### config.mk
export PLATFORM = sky130hd
export DESIGN_NAME = dss_top
export DESIGN_NICKNAME = d
export VERILOG_FILES = /design/src/dss_pkg.sv /design/src/dss_top.sv /design/src/dss_cond_mux.sv
export SDC_FILE = /design/constraint.sdc
export NUM_CORES = 1
export LEC_CHECK = 0
export BUFFER_PORTS_ARGS = -buffer_cell sky130_fd_sc_hd__buf_2
export CAP_MARGIN = 40
export CORE_MARGIN = 3
export CORE_UTILIZATION = 45
export CTS_CLUSTER_SIZE = 25
export DETAILED_ROUTE_END_ITERATION = 8
export GPL_ROUTABILITY_DRIVEN = 1
export HOLD_SLACK_MARGIN = 0.12
export PLACE_DENSITY = 0.71
export SLEW_MARGIN = 20
export SYNTH_ARGS = -nofsm -noshare
export SYNTH_HDL_FRONTEND = slang
export SYNTH_SLANG_ARGS = --single-unit
### constraint.sdc
create_clock -name clk -period 1.6 [get_ports clk]
set_input_delay 0.32 -clock clk [delete_from_list [all_inputs] [get_ports clk]]
set_output_delay 0.32 -clock clk [all_outputs]
set_load 0.01 [all_outputs]
### src/dss_pkg.sv
package dss_pkg;

  // Parameter addresses as reached over the fieldbus parameter channel.
  localparam logic [15:0] ADDR_SHUTDOWN = 16'h0694;
  localparam logic [15:0] ADDR_TRANSITION = 16'h1B26;
  localparam logic [15:0] ADDR_STAT_LIM = 16'h1B3C;
  localparam logic [15:0] ADDR_REF_B = 16'h1B42;
  localparam logic [15:0] ADDR_REF_A = 16'h1B44;
  localparam logic [15:0] ADDR_MOT_LIM = 16'h1B6A;

  localparam logic [15:0] RST_SHUTDOWN = 16'h0000;
  localparam logic [15:0] RST_TRANSITION = 16'h0000;
  localparam logic [15:0] RST_STAT_LIM = 16'h0000;
  localparam logic [15:0] RST_MOT_LIM = 16'h000B;

  localparam logic [15:0] SEL_MAX = 16'h000B;
  localparam int NUM_COND = 12;

  // Status word bit positions.
  localparam int BIT_MOT_LIM1 = 9;
  localparam int BIT_ACT_LIM1 = 9;
  localparam int BIT_DRV_LIM2 = 11;
  localparam int BIT_MOT_LIM2 = 10;

  // Control word bit positions.
  localparam int CW_QUICK_STOP = 2;
  localparam int CW_ENABLE_OP = 3;
  localparam int CW_HALT = 8;

  // Power-state machine state numbers as reported.
  localparam logic [3:0] ST_NUM_SOD = 4'h3;
  localparam logic [3:0] ST_NUM_RTSO = 4'h4;
  localparam logic [3:0] ST_NUM_ON = 4'h6;
  localparam logic [3:0] ST_NUM_HALTING = 4'h7;

  typedef enum logic [2:0] {
    SM_SOD,
    SM_RTSO,
    SM_ON,
    SM_HALTING
  } dss_state_t;

  // Parameter access request from the fieldbus side.
  typedef struct packed {
    logic wr;
    logic rd;
    logic [15:0] addr;
    logic [31:0] wdata;
  } dss_req_t;

  // Condition inputs, indexed by selector code (bit 0 unused).
  typedef struct packed {
    logic [NUM_COND-1:0] cond;
  } dss_cond_t;

endpackage

### src/dss_top.sv
`timescale 1ns/1ps
// Functional notes
// - Selector one drives motion and action status bit 9; codes 1,2 current, velocity.
// - Codes 3,4 deviation windows; codes 5 to 8 position register channels 1 to 4.
// - Code 9 hardware limit, 10 relative move after capture, 11 position window.
// - Selector two drives drive status bit 11 and motion status bit 10.
// - All four settings act immediately after a write.
// - Transition setting 0 moves switch-on-disabled to ready-to-switch-on automatically.
// - Transition setting 1 waits in state 3 for the master's command.
// - Transition setting is changed only while the power stage is disabled.
// - Shutdown option 0 disables the power stage at once during movement.
// - Shutdown option 1 halts to standstill first, then disables.
module dss_top (
  input wire logic clk,
  input wire logic nrst,
  input wire dss_pkg::dss_req_t req,
  output logic [31:0] rdata_r,
  output logic ack_r,
  output logic err_r,
  input wire logic [15:0] drive_control_word,
  input wire logic disable_req,
  input wire logic standstill,
  input wire dss_pkg::dss_cond_t conds_async,
  output logic [15:0] motion_status_word_r,
  output logic [15:0] action_status_word_r,
  output logic [15:0] drive_status_word_r,
  output logic power_stage_on_r,
  output logic halt_active_r,
  output logic [3:0] state_num_r
);

  ////////////////////////////////////////////////////////////////////////////
  // Condition synchroniser: the conditions come from other logic and pins.

  dss_pkg::dss_cond_t sync1_r, sync2_r;

  always_ff @(posedge clk or negedge nrst) begin
    if (!nrst) begin
      sync1_r <= '0;
      sync2_r <= '0;
    end else begin
      sync1_r <= conds_async;
      sync2_r <= sync1_r;
    end
  end

  ////////////////////////////////////////////////////////////////////////////
  // Parameter registers.

  logic [15:0] shutdown_r, shutdown_nxt;
  logic [15:0] transition_r, transition_nxt;
  logic [15:0] stat_lim_r, stat_lim_nxt;
  logic [15:0] mot_lim_r, mot_lim_nxt;
  logic [15:0] ref_a_r, ref_a_nxt;
  logic [31:0] ref_b_r, ref_b_nxt;
  logic [31:0] rdata_nxt;
  logic ack_nxt, err_nxt;

  function automatic logic sel_ok(input logic [31:0] v);
    sel_ok = (v[31:16] == 16'h0000) && (v[15:0] <= dss_pkg::SEL_MAX);
  endfunction

  always_comb begin
    shutdown_nxt = shutdown_r;
    transition_nxt = transition_r;
    stat_lim_nxt = stat_lim_r;
    mot_lim_nxt = mot_lim_r;
    ref_a_nxt = ref_a_r;
    ref_b_nxt = ref_b_r;
    rdata_nxt = rdata_r;
    ack_nxt = 1'b0;
    err_nxt = 1'b0;
    if (req.wr) begin
      ack_nxt = 1'b1;
      case (req.addr)
        dss_pkg::ADDR_SHUTDOWN: begin
          if (req.wdata[15:1] == 15'h0000) shutdown_nxt = req.wdata[15:0];
          else err_nxt = 1'b1;
        end
        dss_pkg::ADDR_TRANSITION: begin
          // Refused while the power stage is on so the state machine never sees
          // its entry condition change under it.
          if (!power_stage_on_r && req.wdata[15:1] == 15'h0000) begin
            transition_nxt = req.wdata[15:0];
          end else begin
            err_nxt = 1'b1;
          end
        end
        dss_pkg::ADDR_STAT_LIM: begin
          if (sel_ok(req.wdata)) stat_lim_nxt = req.wdata[15:0];
          else err_nxt = 1'b1;
        end
        dss_pkg::ADDR_MOT_LIM: begin
          if (sel_ok(req.wdata)) mot_lim_nxt = req.wdata[15:0];
          else err_nxt = 1'b1;
        end
        dss_pkg::ADDR_REF_A: ref_a_nxt = req.wdata[15:0];
        dss_pkg::ADDR_REF_B: ref_b_nxt = req.wdata;
        default: err_nxt = 1'b1;
      endcase
    end else if (req.rd) begin
      ack_nxt = 1'b1;
      rdata_nxt = 32'h0000_0000;
      case (req.addr)
        dss_pkg::ADDR_SHUTDOWN: rdata_nxt = {16'h0000, shutdown_r};
        dss_pkg::ADDR_TRANSITION: rdata_nxt = {16'h0000, transition_r};
        dss_pkg::ADDR_STAT_LIM: rdata_nxt = {16'h0000, stat_lim_r};
        dss_pkg::ADDR_MOT_LIM: rdata_nxt = {16'h0000, mot_lim_r};
        dss_pkg::ADDR_REF_A: rdata_nxt = {16'h0000, ref_a_r};
        dss_pkg::ADDR_REF_B: rdata_nxt = ref_b_r;
        default: err_nxt = 1'b1;
      endcase
    end
  end

  always_ff @(posedge clk or negedge nrst) begin
    if (!nrst) begin
      shutdown_r <= dss_pkg::RST_SHUTDOWN;
      transition_r <= dss_pkg::RST_TRANSITION;
      stat_lim_r <= dss_pkg::RST_STAT_LIM;
      mot_lim_r <= dss_pkg::RST_MOT_LIM;
      ref_a_r <= 16'h0000;
      ref_b_r <= 32'h0000_0000;
      rdata_r <= 32'h0000_0000;
      ack_r <= 1'b0;
      err_r <= 1'b0;
    end else begin
      shutdown_r <= shutdown_nxt;
      transition_r <= transition_nxt;
      stat_lim_r <= stat_lim_nxt;
      mot_lim_r <= mot_lim_nxt;
      ref_a_r <= ref_a_nxt;
      ref_b_r <= ref_b_nxt;
      rdata_r <= rdata_nxt;
      ack_r <= ack_nxt;
      err_r <= err_nxt;
    end
  end

  ////////////////////////////////////////////////////////////////////////////
  // Status bit routing.

  logic lim1_bit, lim2_bit;

  dss_cond_mux u_mux_mot (
    .sel(mot_lim_r),
    .conds(sync2_r),
    .bit_out(lim1_bit)
  );

  dss_cond_mux u_mux_stat (
    .sel(stat_lim_r),
    .conds(sync2_r),
    .bit_out(lim2_bit)
  );

  logic [15:0] mot_nxt, act_nxt, drv_nxt;

  always_comb begin
    mot_nxt = 16'h0000;
    act_nxt = 16'h0000;
    drv_nxt = 16'h0000;
    mot_nxt[dss_pkg::BIT_MOT_LIM1] = lim1_bit;
    act_nxt[dss_pkg::BIT_ACT_LIM1] = lim1_bit;
    drv_nxt[dss_pkg::BIT_DRV_LIM2] = lim2_bit;
    mot_nxt[dss_pkg::BIT_MOT_LIM2] = lim2_bit;
  end

  always_ff @(posedge clk or negedge nrst) begin
    if (!nrst) begin
      motion_status_word_r <= 16'h0000;
      action_status_word_r <= 16'h0000;
      drive_status_word_r <= 16'h0000;
    end else begin
      motion_status_word_r <= mot_nxt;
      action_status_word_r <= act_nxt;
      drive_status_word_r <= drv_nxt;
    end
  end

  ////////////////////////////////////////////////////////////////////////////
  // Power state machine (reduced to the transitions this block steers).

  dss_pkg::dss_state_t st_r, st_nxt;
  logic cw_qs, cw_en, cw_halt;
  logic pwr_nxt, halt_nxt;
  logic [3:0] num_nxt;

  assign cw_qs = drive_control_word[dss_pkg::CW_QUICK_STOP];
  assign cw_en = drive_control_word[dss_pkg::CW_ENABLE_OP];
  assign cw_halt = drive_control_word[dss_pkg::CW_HALT];

  always_comb begin
    st_nxt = st_r;
    case (st_r)
      dss_pkg::SM_SOD: begin
        // Automatic mode leaves at once; compliant mode waits for the master.
        if (transition_r[0] == 1'b0 || cw_qs) st_nxt = dss_pkg::SM_RTSO;
      end
      dss_pkg::SM_RTSO: begin
        if (cw_en) st_nxt = dss_pkg::SM_ON;
      end
      dss_pkg::SM_ON: begin
        if (disable_req || !cw_en) begin
          if (shutdown_r[0] && !standstill) st_nxt = dss_pkg::SM_HALTING;
          else st_nxt = dss_pkg::SM_SOD;
        end
      end
      dss_pkg::SM_HALTING: begin
        if (standstill) st_nxt = dss_pkg::SM_SOD;
      end
      default: st_nxt = dss_pkg::SM_SOD;
    endcase
    // The power stage stays on through halting so the axis is braked under control.
    pwr_nxt = (st_nxt == dss_pkg::SM_ON) || (st_nxt == dss_pkg::SM_HALTING);
    halt_nxt = (st_nxt == dss_pkg::SM_HALTING) || cw_halt;
    case (st_nxt)
      dss_pkg::SM_SOD: num_nxt = dss_pkg::ST_NUM_SOD;
      dss_pkg::SM_RTSO: num_nxt = dss_pkg::ST_NUM_RTSO;
      dss_pkg::SM_ON: num_nxt = dss_pkg::ST_NUM_ON;
      default: num_nxt = dss_pkg::ST_NUM_HALTING;
    endcase
  end

  always_ff @(posedge clk or negedge nrst) begin
    if (!nrst) begin
      st_r <= dss_pkg::SM_SOD;
      power_stage_on_r <= 1'b0;
      halt_active_r <= 1'b0;
      state_num_r <= dss_pkg::ST_NUM_SOD;
    end else begin
      st_r <= st_nxt;
      power_stage_on_r <= pwr_nxt;
      halt_active_r <= halt_nxt;
      state_num_r <= num_nxt;
    end
  end

  ////////////////////////////////////////////////////////////////////////////
  // Assertions.

  a_auto_transition: assert property (@(posedge clk) disable iff (!nrst)
    (st_r == dss_pkg::SM_SOD && transition_r[0] == 1'b0) |=> st_r == dss_pkg::SM_RTSO)
    else $error("automatic transition to ready state missing");
  a_wait_command: assert property (@(posedge clk) disable iff (!nrst)
    (st_r == dss_pkg::SM_SOD && transition_r[0] && !cw_qs) |=> st_r == dss_pkg::SM_SOD)
    else $error("left state 3 without command");
  a_trans_locked: assert property (@(posedge clk) disable iff (!nrst)
    power_stage_on_r |=> $stable(transition_r))
    else $error("transition setting changed with power stage on");
  a_immediate_off: assert property (@(posedge clk) disable iff (!nrst)
    (st_r == dss_pkg::SM_ON && disable_req && !shutdown_r[0]) |=> !power_stage_on_r)
    else $error("power stage not disabled at once");
  a_halt_first: assert property (@(posedge clk) disable iff (!nrst)
    (st_r == dss_pkg::SM_ON && disable_req && shutdown_r[0] && !standstill)
      |=> power_stage_on_r && halt_active_r)
    else $error("power stage disabled before halt");
  a_halt_hold: assert property (@(posedge clk) disable iff (!nrst)
    (st_r == dss_pkg::SM_HALTING && !standstill) |=> power_stage_on_r && halt_active_r)
    else $error("power stage dropped before standstill");
  a_halt_release: assert property (@(posedge clk) disable iff (!nrst)
    (st_r == dss_pkg::SM_HALTING && standstill)
      |=> !power_stage_on_r && st_r == dss_pkg::SM_SOD)
    else $error("power stage stayed on at standstill");
  a_enable_op: assert property (@(posedge clk) disable iff (!nrst)
    (st_r == dss_pkg::SM_RTSO && cw_en) |=> power_stage_on_r)
    else $error("enable command ignored");
  a_lim1_route: assert property (@(posedge clk) disable iff (!nrst)
    ##1 motion_status_word_r[dss_pkg::BIT_MOT_LIM1] == $past(lim1_bit)
      && action_status_word_r[dss_pkg::BIT_ACT_LIM1] == $past(lim1_bit))
    else $error("bit 9 routing wrong");
  a_lim2_route: assert property (@(posedge clk) disable iff (!nrst)
    (stat_lim_r == 16'h0000) |=> !drive_status_word_r[dss_pkg::BIT_DRV_LIM2])
    else $error("reserved selector drove status bit");
  a_lim2_pair: assert property (@(posedge clk) disable iff (!nrst)
    motion_status_word_r[dss_pkg::BIT_MOT_LIM2]
      == drive_status_word_r[dss_pkg::BIT_DRV_LIM2])
    else $error("selector two bits disagree");
  a_sel_reject: assert property (@(posedge clk) disable iff (!nrst)
    (req.wr && req.addr == dss_pkg::ADDR_MOT_LIM && req.wdata > 32'h0000_000B)
      |=> $stable(mot_lim_r) && err_r)
    else $error("out-of-range selector accepted");
  a_write_apply: assert property (@(posedge clk) disable iff (!nrst)
    (req.wr && req.addr == dss_pkg::ADDR_STAT_LIM && req.wdata <= 32'h0000_000B)
      |=> {16'h0000, stat_lim_r} == $past(req.wdata))
    else $error("selector write not applied");
  a_access_ack: assert property (@(posedge clk) disable iff (!nrst)
    (req.wr || req.rd) |=> ack_r)
    else $error("access not acknowledged");

  c_enable: cover property (@(posedge clk) disable iff (!nrst) st_r == dss_pkg::SM_ON);
  c_halting: cover property (@(posedge clk) disable iff (!nrst) st_r == dss_pkg::SM_HALTING);
  c_reject: cover property (@(posedge clk) disable iff (!nrst) err_r);
  c_wait_cmd: cover property (@(posedge clk) disable iff (!nrst)
    st_r == dss_pkg::SM_SOD && transition_r[0]);
  c_route_high: cover property (@(posedge clk) disable iff (!nrst)
    drive_status_word_r[dss_pkg::BIT_DRV_LIM2]);

endmodule

### src/dss_cond_mux.sv
`timescale 1ns/1ps
module dss_cond_mux (
  input wire logic [15:0] sel,
  input wire dss_pkg::dss_cond_t conds,
  output logic bit_out
);

  always_comb begin
    bit_out = 1'b0;
    // Code 0 is reserved and forced to zero; codes 1..11 pick their condition.
    if (sel != 16'h0000 && sel <= dss_pkg::SEL_MAX) begin
      bit_out = conds.cond[sel[3:0]];
    end
  end

endmodule

# == Word level (Yosys, flattened, before mapping) ==
# Cells that the tools add are included.
# word_totals
elab_cells,88
ff_bits,183
inputBits,82
# op_classes
n_eq_ne,12
bitwise,2
reduce_logical,28
magnitude_cmp,5
muxes,23
# op_table
op,count
$pmux 32 s6,1
$eq 16x13->1 const B,5
$le 16x4->1 const B,3
$reduce_bool 16->1,2
$eq 16x11->1 const B,1
$logic_not 16->1,1
$logic_not 15->1,1
$eq 3x2->1 const B,4
$mux 1,12
$mux 3,4
$pmux 3 s4,1
$reduce_and 3->1,4
$lt 4x5->1 const B,2
$pmux 3 s3,1
$bmux 1 s4,2
$eq 3x1->1 const B,2
$logic_not 3->1,2
$reduce_and 2->1,3
$reduce_or 6->1,1
$logic_and 1x1->1,5
$logic_or 1x1->1,4
$pmux 1 s4,1
$reduce_or 2->1,2
$logic_not 1->1,3
2 further kinds,3

# == Longest topological paths before layout ==
# Gate-level depths: netlist (run 1).
# logic_depth
ltp_word,7
ltp_mapped,7
ltp_nobuf,5

# == Cells and area by module ==
# From an unflattened synthesis (run 1), not the netlist that was laid out.
# hier_totals
cells_unflattened,595
area_unflattened_um2,7526.0
# modules_own_cells
module,area_per_inst_um2,cells_each,seq_area_each_um2,n_inst
dss_top,7220.7,565,4510.6,1
dss_cond_mux,152.6,15,0.0,2

# == Worst setup path before layout (run 1) ==
# Ideal clock, no wire load.
# synth_timing
path_type,input -> register
start,input req[45] (netlist name)
end,register ref_a_r[11]
setup_ns,0.125
setup_slack_ns,-0.515
t_arrival_ns,1.990
stages,6
path_buffers,2
cell_sequence,or4b_4 > nor4_4 > and4_1 > buf_4 > buf_6 > mux2_2
# synth_via
elab_chain_cells,2
# synth_rtl
item,line,text
from (decl),dss_top.sv:16,"input wire dss_pkg::dss_req_t req,"
$eq 16x13->1,dss_top.sv:75,case (req.addr)
$reduce_and 2->1 (no source line),-,
to (signal assigned),dss_top.sv:132,ref_a_r <= ref_a_nxt;
to (decl),dss_top.sv:54,"logic [15:0] ref_a_r, ref_a_nxt;"
# No other way between the ends.
# A chain may end at the register's enable or synchronous reset.

# == Final worst setup path (run 1) ==
# layout_timing
start,input req[44] (netlist name)
end,register shutdown_r[0]
# layout_via
elab_chain_cells,2
# layout_rtl
item,line,text
$eq 16x11->1,dss_top.sv:75,
$reduce_and 3->1 (no source line),-,
to (signal assigned),dss_top.sv:118,shutdown_r <= dss_pkg::RST_SHUTDOWN;
to (signal assigned),dss_top.sv:128,shutdown_r <= shutdown_nxt;
to (decl),dss_top.sv:50,"logic [15:0] shutdown_r, shutdown_nxt;"
# No other way between the ends.

==> results of run 1 <==
kinds of logic (layout without fill, tap and decap cells):
family | after synthesis | after routing | synth area share, %
DFF | 178 | 178 | 58.8
and+or+nand+nor | 134 | 134 | 11.9
AOI/OAI and AO/OA | 112 | 112 | 11.9
buffers and inverters | 81 | 242 | 6.76
muxes | 68 | 68 | 10.6
other | 1 | 46 | 0.0494
flip-flops by register name, summed over array words and instances (netlist names), 11 cells and up:
name          flops
rdata_r          32
ref_b_r          32
mot_lim_r        16
ref_a_r          16
shutdown_r       16
stat_lim_r       16
transition_r     16
sync1_r          11
sync2_r          11
final cells by class:
class,count,area (um^2),share of cell area [%]
Sequential cell,178,4460,44.7
Multi-Input combinational cell,360,3050,30.6
Timing Repair Buffer,208,1590,15.9
Clock buffer,22,474,4.75
Tap cell,216,270,2.71
Clock inverter,10,123,1.23
Inverter,2,7.51,0.0752
metrics by stage:
stage          instance area, um^2  power, uW  util (%)  setup TNS (ps)  setup WS, ps
6_report                      9980       9540      61.7           -6000          -124
5_1_grt                       9980       9880      61.7           -8830          -170
4_1_cts                       9800       9600      60.6           -2860         -96.9
3_5_place_dp                  8870       5410      54.9          -71120          -635
3_3_place_gp                  8870       5380      54.9          -63700          -581
2_1_floorplan                 7880       5030         -          -33470          -507
worst register-to-register path, stage by stage, from the launching register on:
cell and delay, ps:
dfstp_2 600, mux2i_2 100, mux4_2 510, o21ai_2 160, and4_1 240
layer usage:
| layer | share of wire (%) | global-route usage (%) |
|---|---|---|
| met3 | 6.2 | 4.92 |
| met4 | 3.0 | 9.52 |
| met1 | 40 | 25.7 |
| met2 | 51 | 35.8 |
| met5 | 0.067 | 0 |
what timing repair did:
item                       in CTS  in global routing
resized for setup              35                 30
pin swaps                       7                  6
hold endpoints to repair       48                  0
hold buffers                   13                  0
setup buffers                   4                  4
setup endpoints to repair     104                113
cloned                          1                  2
cells in the final DEF (no fill, tap or decap), types with 8 or more instances in the layout:
master           n
clkbuf_16       18
conb_1          46
buf_2          105
and2_1          22
dlygate4sd3_1   13
o22a_1          16
o221ai_1        16
nand2_1          8
a22o_1          32
buf_4           63
buf_6            8
dfrtp_1        172
mux2_2          39
buf_12          15
a22oi_1         33
mux2_4          19
nor2b_1         27
nor4_1          11
power by group through the flow:
stage / logic (uW) / registers [uW] / clock network, uW
5_1_grt: 796 / 4660 / 4430
6_report: 722 / 4650 / 4170
2_1_floorplan: 283 / 4750 / 0
3_5_place_dp: 678 / 4730 / 0
3_3_place_gp: 656 / 4730 / 0
4_1_cts: 719 / 4650 / 4230
path summary, 6_finish.rpt:
| check | startpoint | endpoint | slack [ps] | cells after the start |
|---|---|---|---|---|
| setup reg to reg | mot_lim_r[1]$_DFFE_PN1P_ | motion_status_word_r[9]$_DFF_PN0_ | -90 | 4 |
| setup / recovery | req[44] | shutdown_r[0]$_DFFE_PN0P_ | -120 | 7 |
| min in group asynchronous | nrst | sync1_r[1]$_DFF_PN0_ | 370 | 2 |
| hold / removal | req[21] | ref_b_r[21]$_DFFE_PN0P_ | 150 | 2 |
| max in group asynchronous | nrst | rdata_r[31]$_DFFE_PN0P_ | 640 | 3 |
| hold reg to reg | sync1_r[1]$_DFF_PN0_ | sync2_r[1]$_DFF_PN0_ | 350 | 0 |
==> out/results.ini, run 1 <==
[status]
status = finished with violations
violations = negative setup slack

[logic_synthesis]
synth_cells = 574
ys_types = 56
ys_ff_latch = 178
synth-seq-area-share_pct = 58.8
syn-cell-area_um2 = 7590
synth_top_area_share_pct = 57.0
synthTopCellsByCount = dfrtp_1 (173), mux2_2 (53), buf_4 (50)
yosysMostFrequentCell = dfrtp_1
yosys-top-cells-area = dfrtp_1 (57%), mux2_2 (7.9%), buf_4 (4.9%), a22o_1 (3.7%), a22oi_1 (3.3%)
synth-edff-count = 0
async_flop_share_pct = 100
synth-main-ff-cell = dfrtp_1
ys_warn_count = 0
synth_top_area_cell = dfrtp_1
syn_avg_cell_area_um2 = 13.2

[worst_setup_path]
worstPathArrival_ps = 2040
path_max_fanout = 3
required_ps = 1920
critPathKind = primary input to flop
slowest_stage = or4b_4
crit_buf_inv = 2
critPathLaunchType = primary input
crit_chain = buf_6 > or4b_4 > nor4_4 > nand3_2 > nor3_4 > buf_12 > mux2_4
slowest_delay_ps = 540
end_kind = flop
critical-path-top-delay-family = simple AND/OR/NAND/NOR gates

[place]
dp_hpwl_um = 12900
gp_congestion = 0.835
dp_cells = 941
io_buffer_count = 110

[floorplanning]
rows = 46
die_w_um = 136
core_area_um2 = 16200
die_h_um = 136
start_util_pct = 46.9
dieArea_um2 = 18500
io_pins = 170

[detailed_routing]
routed_wl_um = 19300
drt_iter0_drc = 262
viasPerCell = 5.47
ant_nets = 0
wl_per_cell_um = 19.4
vias = 5450
dr.pass1.iters = 4
drc_errors = 0

[final_layout]
num-nets-final = 849
nFillCells = 1229
final_cells = 996
syn2layout_area_growth_pct = 31.5
drive_gt1_share_pct = 42.4
n_antenna_cell = 0

[grt]
track_usage_pct = 21.1
grt_pass1_wl_um = 30200
grt_max_degree = 51
grt.overflow.total = 0
antenna_found_initial = 1
first_global_vias = 5772

[pwr]
combinationalPowerShare_pct = 7.6
switching_power_uw = 2180
pwr-share-seq_pct = 48.7
leakagePower_uw = 0.00487
vdd_drop_max_mv = 0.703
internal-power_uw = 7360
powerDensity_nw_per_um2 = 956
p_clk_share_pct = 43.7
swShare_pct = 22.9

[sta]
whs_ps = 145
worst_slack_ps = -124
finalClockSkew_ps = 7.36
min_period_over_period_pct = 108
rsz0062_at_grt = yes
drv_slew = 0
setup_violations = 80
hold_viol_final = 0
max_freq_ghz = 0.580
post-route-min-period_ps = 1720

[flow_run]
maxCapViolCount = 0

[clock_network]
clock_path_buffers = 2
worstSkewPairLatency_ps = 430
cts_root_buf = clkbuf_16
cts.htree.levels = 4
cts_tree = done
cts_buffers = 17
clkTransAtPathRegs_ps = 70
clock_sinks = 178

[worst_hold_path]
holdCritPathClass = primary input to flop

(Power assumes the default switching activity.)
==> inputs of run 2 (changes only) <==
--- a/config.mk
+++ b/config.mk
@@ -8,12 +8,12 @@
 export BUFFER_PORTS_ARGS = -buffer_cell sky130_fd_sc_hd__buf_2
 export CAP_MARGIN = 40
 export CORE_MARGIN = 3
-export CORE_UTILIZATION = 45
+export CORE_UTILIZATION = 49
 export CTS_CLUSTER_SIZE = 25
 export DETAILED_ROUTE_END_ITERATION = 8
 export GPL_ROUTABILITY_DRIVEN = 1
 export HOLD_SLACK_MARGIN = 0.12
-export PLACE_DENSITY = 0.71
+export PLACE_DENSITY = 0.76
 export SLEW_MARGIN = 20
 export SYNTH_ARGS = -nofsm -noshare
 export SYNTH_HDL_FRONTEND = slang
==> run 2 against run 1 <==
The run still ends with negative setup slack left. Sequential power about the same. Via count up 0.28%. Worst setup slack better by 30 ps. Non-clock buffer count unchanged. Clock-buffer cell count down 4. Clock power up 3%. Die area down 7.8%. Sequential share of layout area up 0.21 points. Final cell count down 3.3%. Global-route usage up 1.2 points. Critical endpoint unchanged.
==> out/results.ini, run 2 (synthesized netlist as in run 1, its figures left out) <==
[sta]
drv_slew = 0  ; unchanged
min_period_over_period_pct = 106  ; was 108%
finalClockSkew_ps = 7.45  ; was 7.36 ps
worst_slack_ps = -94.0  ; was -124 ps
max_freq_ghz = 0.590  ; was 0.580 GHz
rsz0062_at_grt = yes  ; unchanged
setup_violations = 69  ; was 80
post-route-min-period_ps = 1690  ; was 1720 ps
hold_viol_final = 0  ; unchanged
fin_setup_tns_ps = -3180  ; was -6000 ps

[pwr]
vdd_drop_max_mv = 0.774  ; was 0.703 mV
switching_power_uw = 2250  ; was 2180 uW
internal-power_uw = 7400  ; was 7360 uW
power_uw = 9650  ; was 9540 uW
leakagePower_uw = 0.00483  ; was 0.00487 uW
powerDensity_nw_per_um2 = 971  ; was 956 nW/um^2
pwr-share-seq_pct = 48.1  ; was 48.7%
combinationalPowerShare_pct = 7.5  ; was 7.6%
p_clk_share_pct = 44.4  ; was 43.7%
swShare_pct = 23.3  ; was 22.9%

[worst_setup_path]
required_ps = 1920  ; about the same
ff2ff_path_depth = 4  ; unchanged
critPathLaunchType = primary input  ; unchanged
crit_path_start = req[33]  ; was req[44]
path_max_fanout = 3  ; unchanged
regToRegStartpoint = mot_lim_r[1]$_DFFE_PN1P_  ; unchanged
worstPathArrival_ps = 2010  ; was 2040 ps
rrSetupSlack_ps = -80  ; was -90 ps
critPathKind = primary input to flop  ; unchanged
end_kind = flop  ; unchanged
r2r_end = motion_status_word_r[9]$_DFF_PN0_  ; unchanged

[clock_network]
clkTransAtPathRegs_ps = 70  ; about the same
clock_path_buffers = 2  ; unchanged
cts_root_buf = clkbuf_16  ; unchanged
cts_buffers = 17  ; unchanged
cts_tree = done  ; unchanged
cts.htree.levels = 4  ; unchanged
clock_sinks = 178  ; unchanged
worstSkewPairLatency_ps = 430  ; about the same

[place]
post_dp_cell_area_um2 = 8840  ; was 8870 um^2
dp_hpwl_um = 12300  ; was 12900 um
detailedPlace.worstSlack_ps = -630  ; was -635 ps
io_buffer_count = 110  ; unchanged
gp_congestion = 0.847  ; was 0.835

[final_layout]
fin_area_um2 = 9930  ; was 9980 um^2
n_antenna_cell = 0  ; unchanged
num-nets-final = 849  ; unchanged
top_regs = rdata_r (32), ref_b_r (32)  ; unchanged
final_common_cell = dfrtp_1  ; unchanged
layout_common_cells = dfrtp_1 (173), buf_2 (106), buf_4 (65)  ; was dfrtp_1 (172), buf_2 (105), buf_4 (63)
drive_gt1_share_pct = 42.6  ; was 42.4%
syn2layout_area_growth_pct = 30.8  ; was 31.5%
fin_util_pct = 66.8  ; was 61.7%

[floorplanning]
dieArea_um2 = 17000  ; was 18500 um^2
die_w_um = 130  ; was 136 um
die_h_um = 130  ; was 136 um
io_pins = 170  ; unchanged
rows = 44  ; was 46
start_util_pct = 51.1  ; was 46.9%
core_area_um2 = 14900  ; was 16200 um^2

[grt]
antenna_found_initial = 0  ; was 1
track_usage_pct = 22.3  ; was 21.1%
grt_max_degree = 60  ; was 51
grt.overflow.total = 0  ; unchanged
grt_pass1_wl_um = 29200  ; was 30200 um
first_global_vias = 5760  ; was 5772

[status]
status = finished with violations  ; unchanged
violations = negative setup slack  ; unchanged

[detailed_routing]
ant_nets = 0  ; unchanged
wl_per_cell_um = 19.3  ; was 19.4 um
vias = 5465  ; was 5450
drc_errors = 0  ; unchanged
routed_wl_um = 18600  ; was 19300 um
drt_iter0_drc = 433  ; was 262
dr.pass1.iters = 5  ; was 4
viasPerCell = 5.67  ; was 5.47

[flow_run]
maxCapViolCount = 0  ; unchanged

[worst_hold_path]
hold_depth = 2  ; unchanged
min_to = ack_r$_DFF_PN0_  ; was ref_b_r[21]$_DFFE_PN0P_
holdCritPathClass = primary input to flop  ; unchanged
min_from = req[48]  ; was req[21]

## run 2: area by class of cell
class	instances	area (um^2)
Clock buffer	18	429
Clock inverter	13	176
Fill cell	1045	4930
Inverter	2	7.51
Multi-Input combinational cell	360	3070
Sequential cell	178	4460
Tap cell	184	230
Timing Repair Buffer	208	1560
## run 2: timing repair
item,CTS,global route
hold endpoints to repair,187,0
endpoints found under the setup margin,89,97
pin swaps,8,3
hold buffers,13,0
gates cloned,1,2
resized for setup,34,28
buffers inserted,5,2
## run 2: power by group through the flow
stage          Sequential [uW]  Combinational, uW  Clock (uW)
2_1_floorplan             4750                283           0
3_5_place_dp              4730                675           0
3_3_place_gp              4720                656           0
6_report                  4640                721        4280
4_1_cts                   4650                716        4330
5_1_grt                   4650                797        4570
## run 2: worst max-delay path: stages
cell	delay, ps
buf_6	90
or4b_4	540
nor4_4	290
nand3_2	160
nor3_4	170
buf_12	140
mux2_4	290
## run 2: how the worst max path moves through the flow
| stage | end | slack, ps | cells past startpoint |
|---|---|---|---|
| floorplan | ref_a_r[11]$_DFFE_PN0P_ | -510 | 6 |
| global placement | ref_a_r[12]$_DFFE_PN0P_ | -570 | 6 |
| detailed placement | ref_a_r[12]$_DFFE_PN0P_ | -630 | 6 |
| finish | shutdown_r[0]$_DFFE_PN0P_ | -90 | 7 |
| global route | ref_b_r[28]$_DFFE_PN0P_ | -130 | 7 |
| CTS | motion_status_word_r[9]$_DFF_PN0_ | -100 | 4 |
## run 2: through the flow
stage	std cells	hold WS, ps
CTS	959	124
floorplan	619	24.4
finish	963	137
detailed placement	910	189
global route	963	134
global placement	910	186
## run 2: routing by layer
metal	vias up	GRT usage, %	routed length, um
met5	-	0	0
met4	0	8.53	419
met3	36	5.61	1110
met2	211	37.3	9520
met1	2800	28.3	7550
li1	2418	-	-
==> inputs of run 3 (changes only) <==
--- a/config.mk
+++ b/config.mk
@@ -7,7 +7,7 @@
 export LEC_CHECK = 0
 export BUFFER_PORTS_ARGS = -buffer_cell sky130_fd_sc_hd__buf_2
 export CAP_MARGIN = 40
-export CORE_MARGIN = 3
+export CORE_MARGIN = 2
 export CORE_UTILIZATION = 49
 export CTS_CLUSTER_SIZE = 25
 export DETAILED_ROUTE_END_ITERATION = 8
==> run 3 against run 2 <==
The flow still finishes with violations (negative setup slack). Cell area fell by 0.59%. Wire length fell by 1.7%. Clock skew rose by 4.6 ps. Combinational power rose by 1%. Final cell count rose by 0.62%. Register-to-register slack barely moved. Core utilization fell by 1.6 points. Critical path type unchanged. Critical endpoint is now ref_b_r[14]$_DFFE_PN0P_. Highest routed layer unchanged.
==> out/results.ini, run 3 (synthesized netlist as in run 1, its figures left out) <==
[status]
violations = negative setup slack  ; unchanged
status = finished with violations  ; unchanged

[floorplanning]
rows = 45  ; was 44
die_w_um = 128  ; was 130 um
io_pins = 170  ; unchanged
die_h_um = 128  ; was 130 um
dieArea_um2 = 16500  ; was 17000 um^2
start_util_pct = 50.1  ; was 51.1%
core_area_um2 = 15100  ; was 14900 um^2

[sta]
max_freq_ghz = 0.564  ; was 0.590 GHz
rsz0062_at_grt = yes  ; unchanged
finalClockSkew_ps = 12.1  ; was 7.45 ps
setup_violations = 108  ; was 69
drv_slew = 0  ; unchanged
worst_slack_ps = -174  ; was -94.0 ps
fin_setup_tns_ps = -9670  ; was -3180 ps
post-route-min-period_ps = 1770  ; was 1690 ps
min_period_over_period_pct = 111  ; was 106%
hold_viol_final = 0  ; unchanged

[clock_network]
cts_tree = done  ; unchanged
worstSkewPairLatency_ps = 440  ; was 430 ps
cts_buffers = 17  ; unchanged
clock_path_buffers = 2  ; unchanged
cts.htree.levels = 4  ; unchanged
clock_sinks = 178  ; unchanged
clkTransAtPathRegs_ps = 70  ; about the same
cts_root_buf = clkbuf_16  ; unchanged

[final_layout]
regArea_um2 = 4460  ; about the same
syn2layout_area_growth_pct = 30.1  ; was 30.8%
final_common_cell = dfrtp_1  ; unchanged
multi_input_area_um2 = 2950  ; was 3070 um^2
nFillCells = 1060  ; was 1045
layout_common_cells = dfrtp_1 (172), buf_2 (106), buf_4 (63)  ; was dfrtp_1 (173), buf_2 (106), buf_4 (65)
n_antenna_cell = 0  ; unchanged
num-nets-final = 850  ; was 849
drive_gt1_share_pct = 40.8  ; was 42.6%
fin_util_pct = 65.2  ; was 66.8%
top_regs = rdata_r (32), ref_b_r (32)  ; unchanged

[detailed_routing]
wl_per_cell_um = 18.9  ; was 19.3 um
routed_wl_um = 18300  ; was 18600 um
dr.pass1.iters = 5  ; unchanged
drt_iter0_drc = 356  ; was 433
viasPerCell = 5.71  ; was 5.67
ant_nets = 0  ; unchanged
drc_errors = 0  ; unchanged
vias = 5529  ; was 5465

[flow_run]
maxCapViolCount = 0  ; unchanged

[pwr]
vdd_drop_max_mv = 0.768  ; was 0.774 mV
leakagePower_uw = 0.00485  ; was 0.00483 uW
powerDensity_nw_per_um2 = 995  ; was 971 nW/um^2

[worst_setup_path]
path_max_fanout = 8  ; was 3
end_kind = flop  ; unchanged
critPathLaunchType = primary input  ; unchanged
critPathKind = primary input to flop  ; unchanged
required_ps = 1920  ; about the same
worstPathArrival_ps = 2090  ; was 2010 ps
rrSetupSlack_ps = -80  ; about the same

[grt]
antenna_found_initial = 0  ; unchanged
grt_pass1_wl_um = 28700  ; was 29200 um
first_global_vias = 5737  ; was 5760
track_usage_pct = 22.8  ; was 22.3%
grt_max_degree = 47  ; was 60
grt.overflow.total = 0  ; unchanged

[place]
gp_congestion = 0.828  ; was 0.847
dp_hpwl_um = 12400  ; was 12300 um
io_buffer_count = 110  ; unchanged

[worst_hold_path]
holdCritPathClass = primary input to flop  ; unchanged

[run 3: cell count changes in the layout (fill, tap and decap cells not counted), moves of 3 or more]
cell / before / now
mux2_2: 41 / 47
inv_8: 1 / 4
nor2b_1: 25 / 32
nor2b_4: 7 / 0
mux2_4: 17 / 8
mux2_1: 0 / 3
[run 3: what timing repair did]
item | in CTS | in global routing
pin swaps | 6 | 1
resized for setup | 26 | 13
endpoints found under the setup margin | 89 | 126
setup buffers | 3 | 2
hold buffers | 15 | 0
cloned | 1 | 1
endpoints found under the hold margin | 54 | 0
[run 3: layer usage]
layer	vias up	track usage [%]	share of wire, %	wire [um]
met3	47	5.20	5.9	1080
met5	-	0	0	0
li1	2433	-	-	-
met1	2788	27.6	40	7310
met2	261	39.2	51	9400
met4	0	9.89	2.7	496
[run 3: area by class of cell]
| cell class | count | share of cell area [%] |
|---|---|---|
| sequential | 178 | 45.2 |
| clock buffer | 17 | 4.31 |
| multi-input combinational | 360 | 29.9 |
| timing repair buffer | 209 | 16.0 |
| inverter | 2 | 0.0761 |
| clock inverter | 15 | 2.22 |
| tap | 188 | 2.38 |
[run 3: path summary, 6_finish.rpt]
| kind | startpoint | to | cells past startpoint |
|---|---|---|---|
| worst min register to register | sync1_r[5]$_DFF_PN0_ | sync2_r[5]$_DFF_PN0_ | 0 |
| worst min-delay path | req[25] | ref_b_r[25]$_DFFE_PN0P_ | 2 |
| max in group asynchronous | nrst | state_num_r[0]$_DFF_PN1_ | 3 |
| min in group asynchronous | nrst | rdata_r[29]$_DFFE_PN0P_ | 2 |
| worst max register to register | mot_lim_r[1]$_DFFE_PN1P_ | motion_status_word_r[9]$_DFF_PN0_ | 4 |
| worst max-delay path | req[45] | ref_b_r[14]$_DFFE_PN0P_ | 7 |
[run 3: worst max-delay path, cell delays in order]
cell and delay [ps]:
buf_6 90, or4b_4 550, nor4_4 290, buf_4 190
nand4_4 140, clkbuf_16 220, mux2_4 290
[run 3: where the power goes]
group          total, uW  internal, uW  switching [uW]
clock               4450          2540            1910
combinational        730           325             405
sequential          4640          4600            48.3
total               9820          7460            2360
[run 3: per-stage QoR]
stage                     worst slack, ps  power, uW  std cells  instance area [um^2]  hold slack [ps]
after floorplan                      -507       5030        619                  7880             24.4
after global placement               -552       5390        916                  8860              278
after detailed placement             -610       5420        916                  8860              280
after CTS                            -146       9870        967                  9810              121
after global routing                 -203      10200        969                  9870              135
final                                -174       9820        969                  9870              141
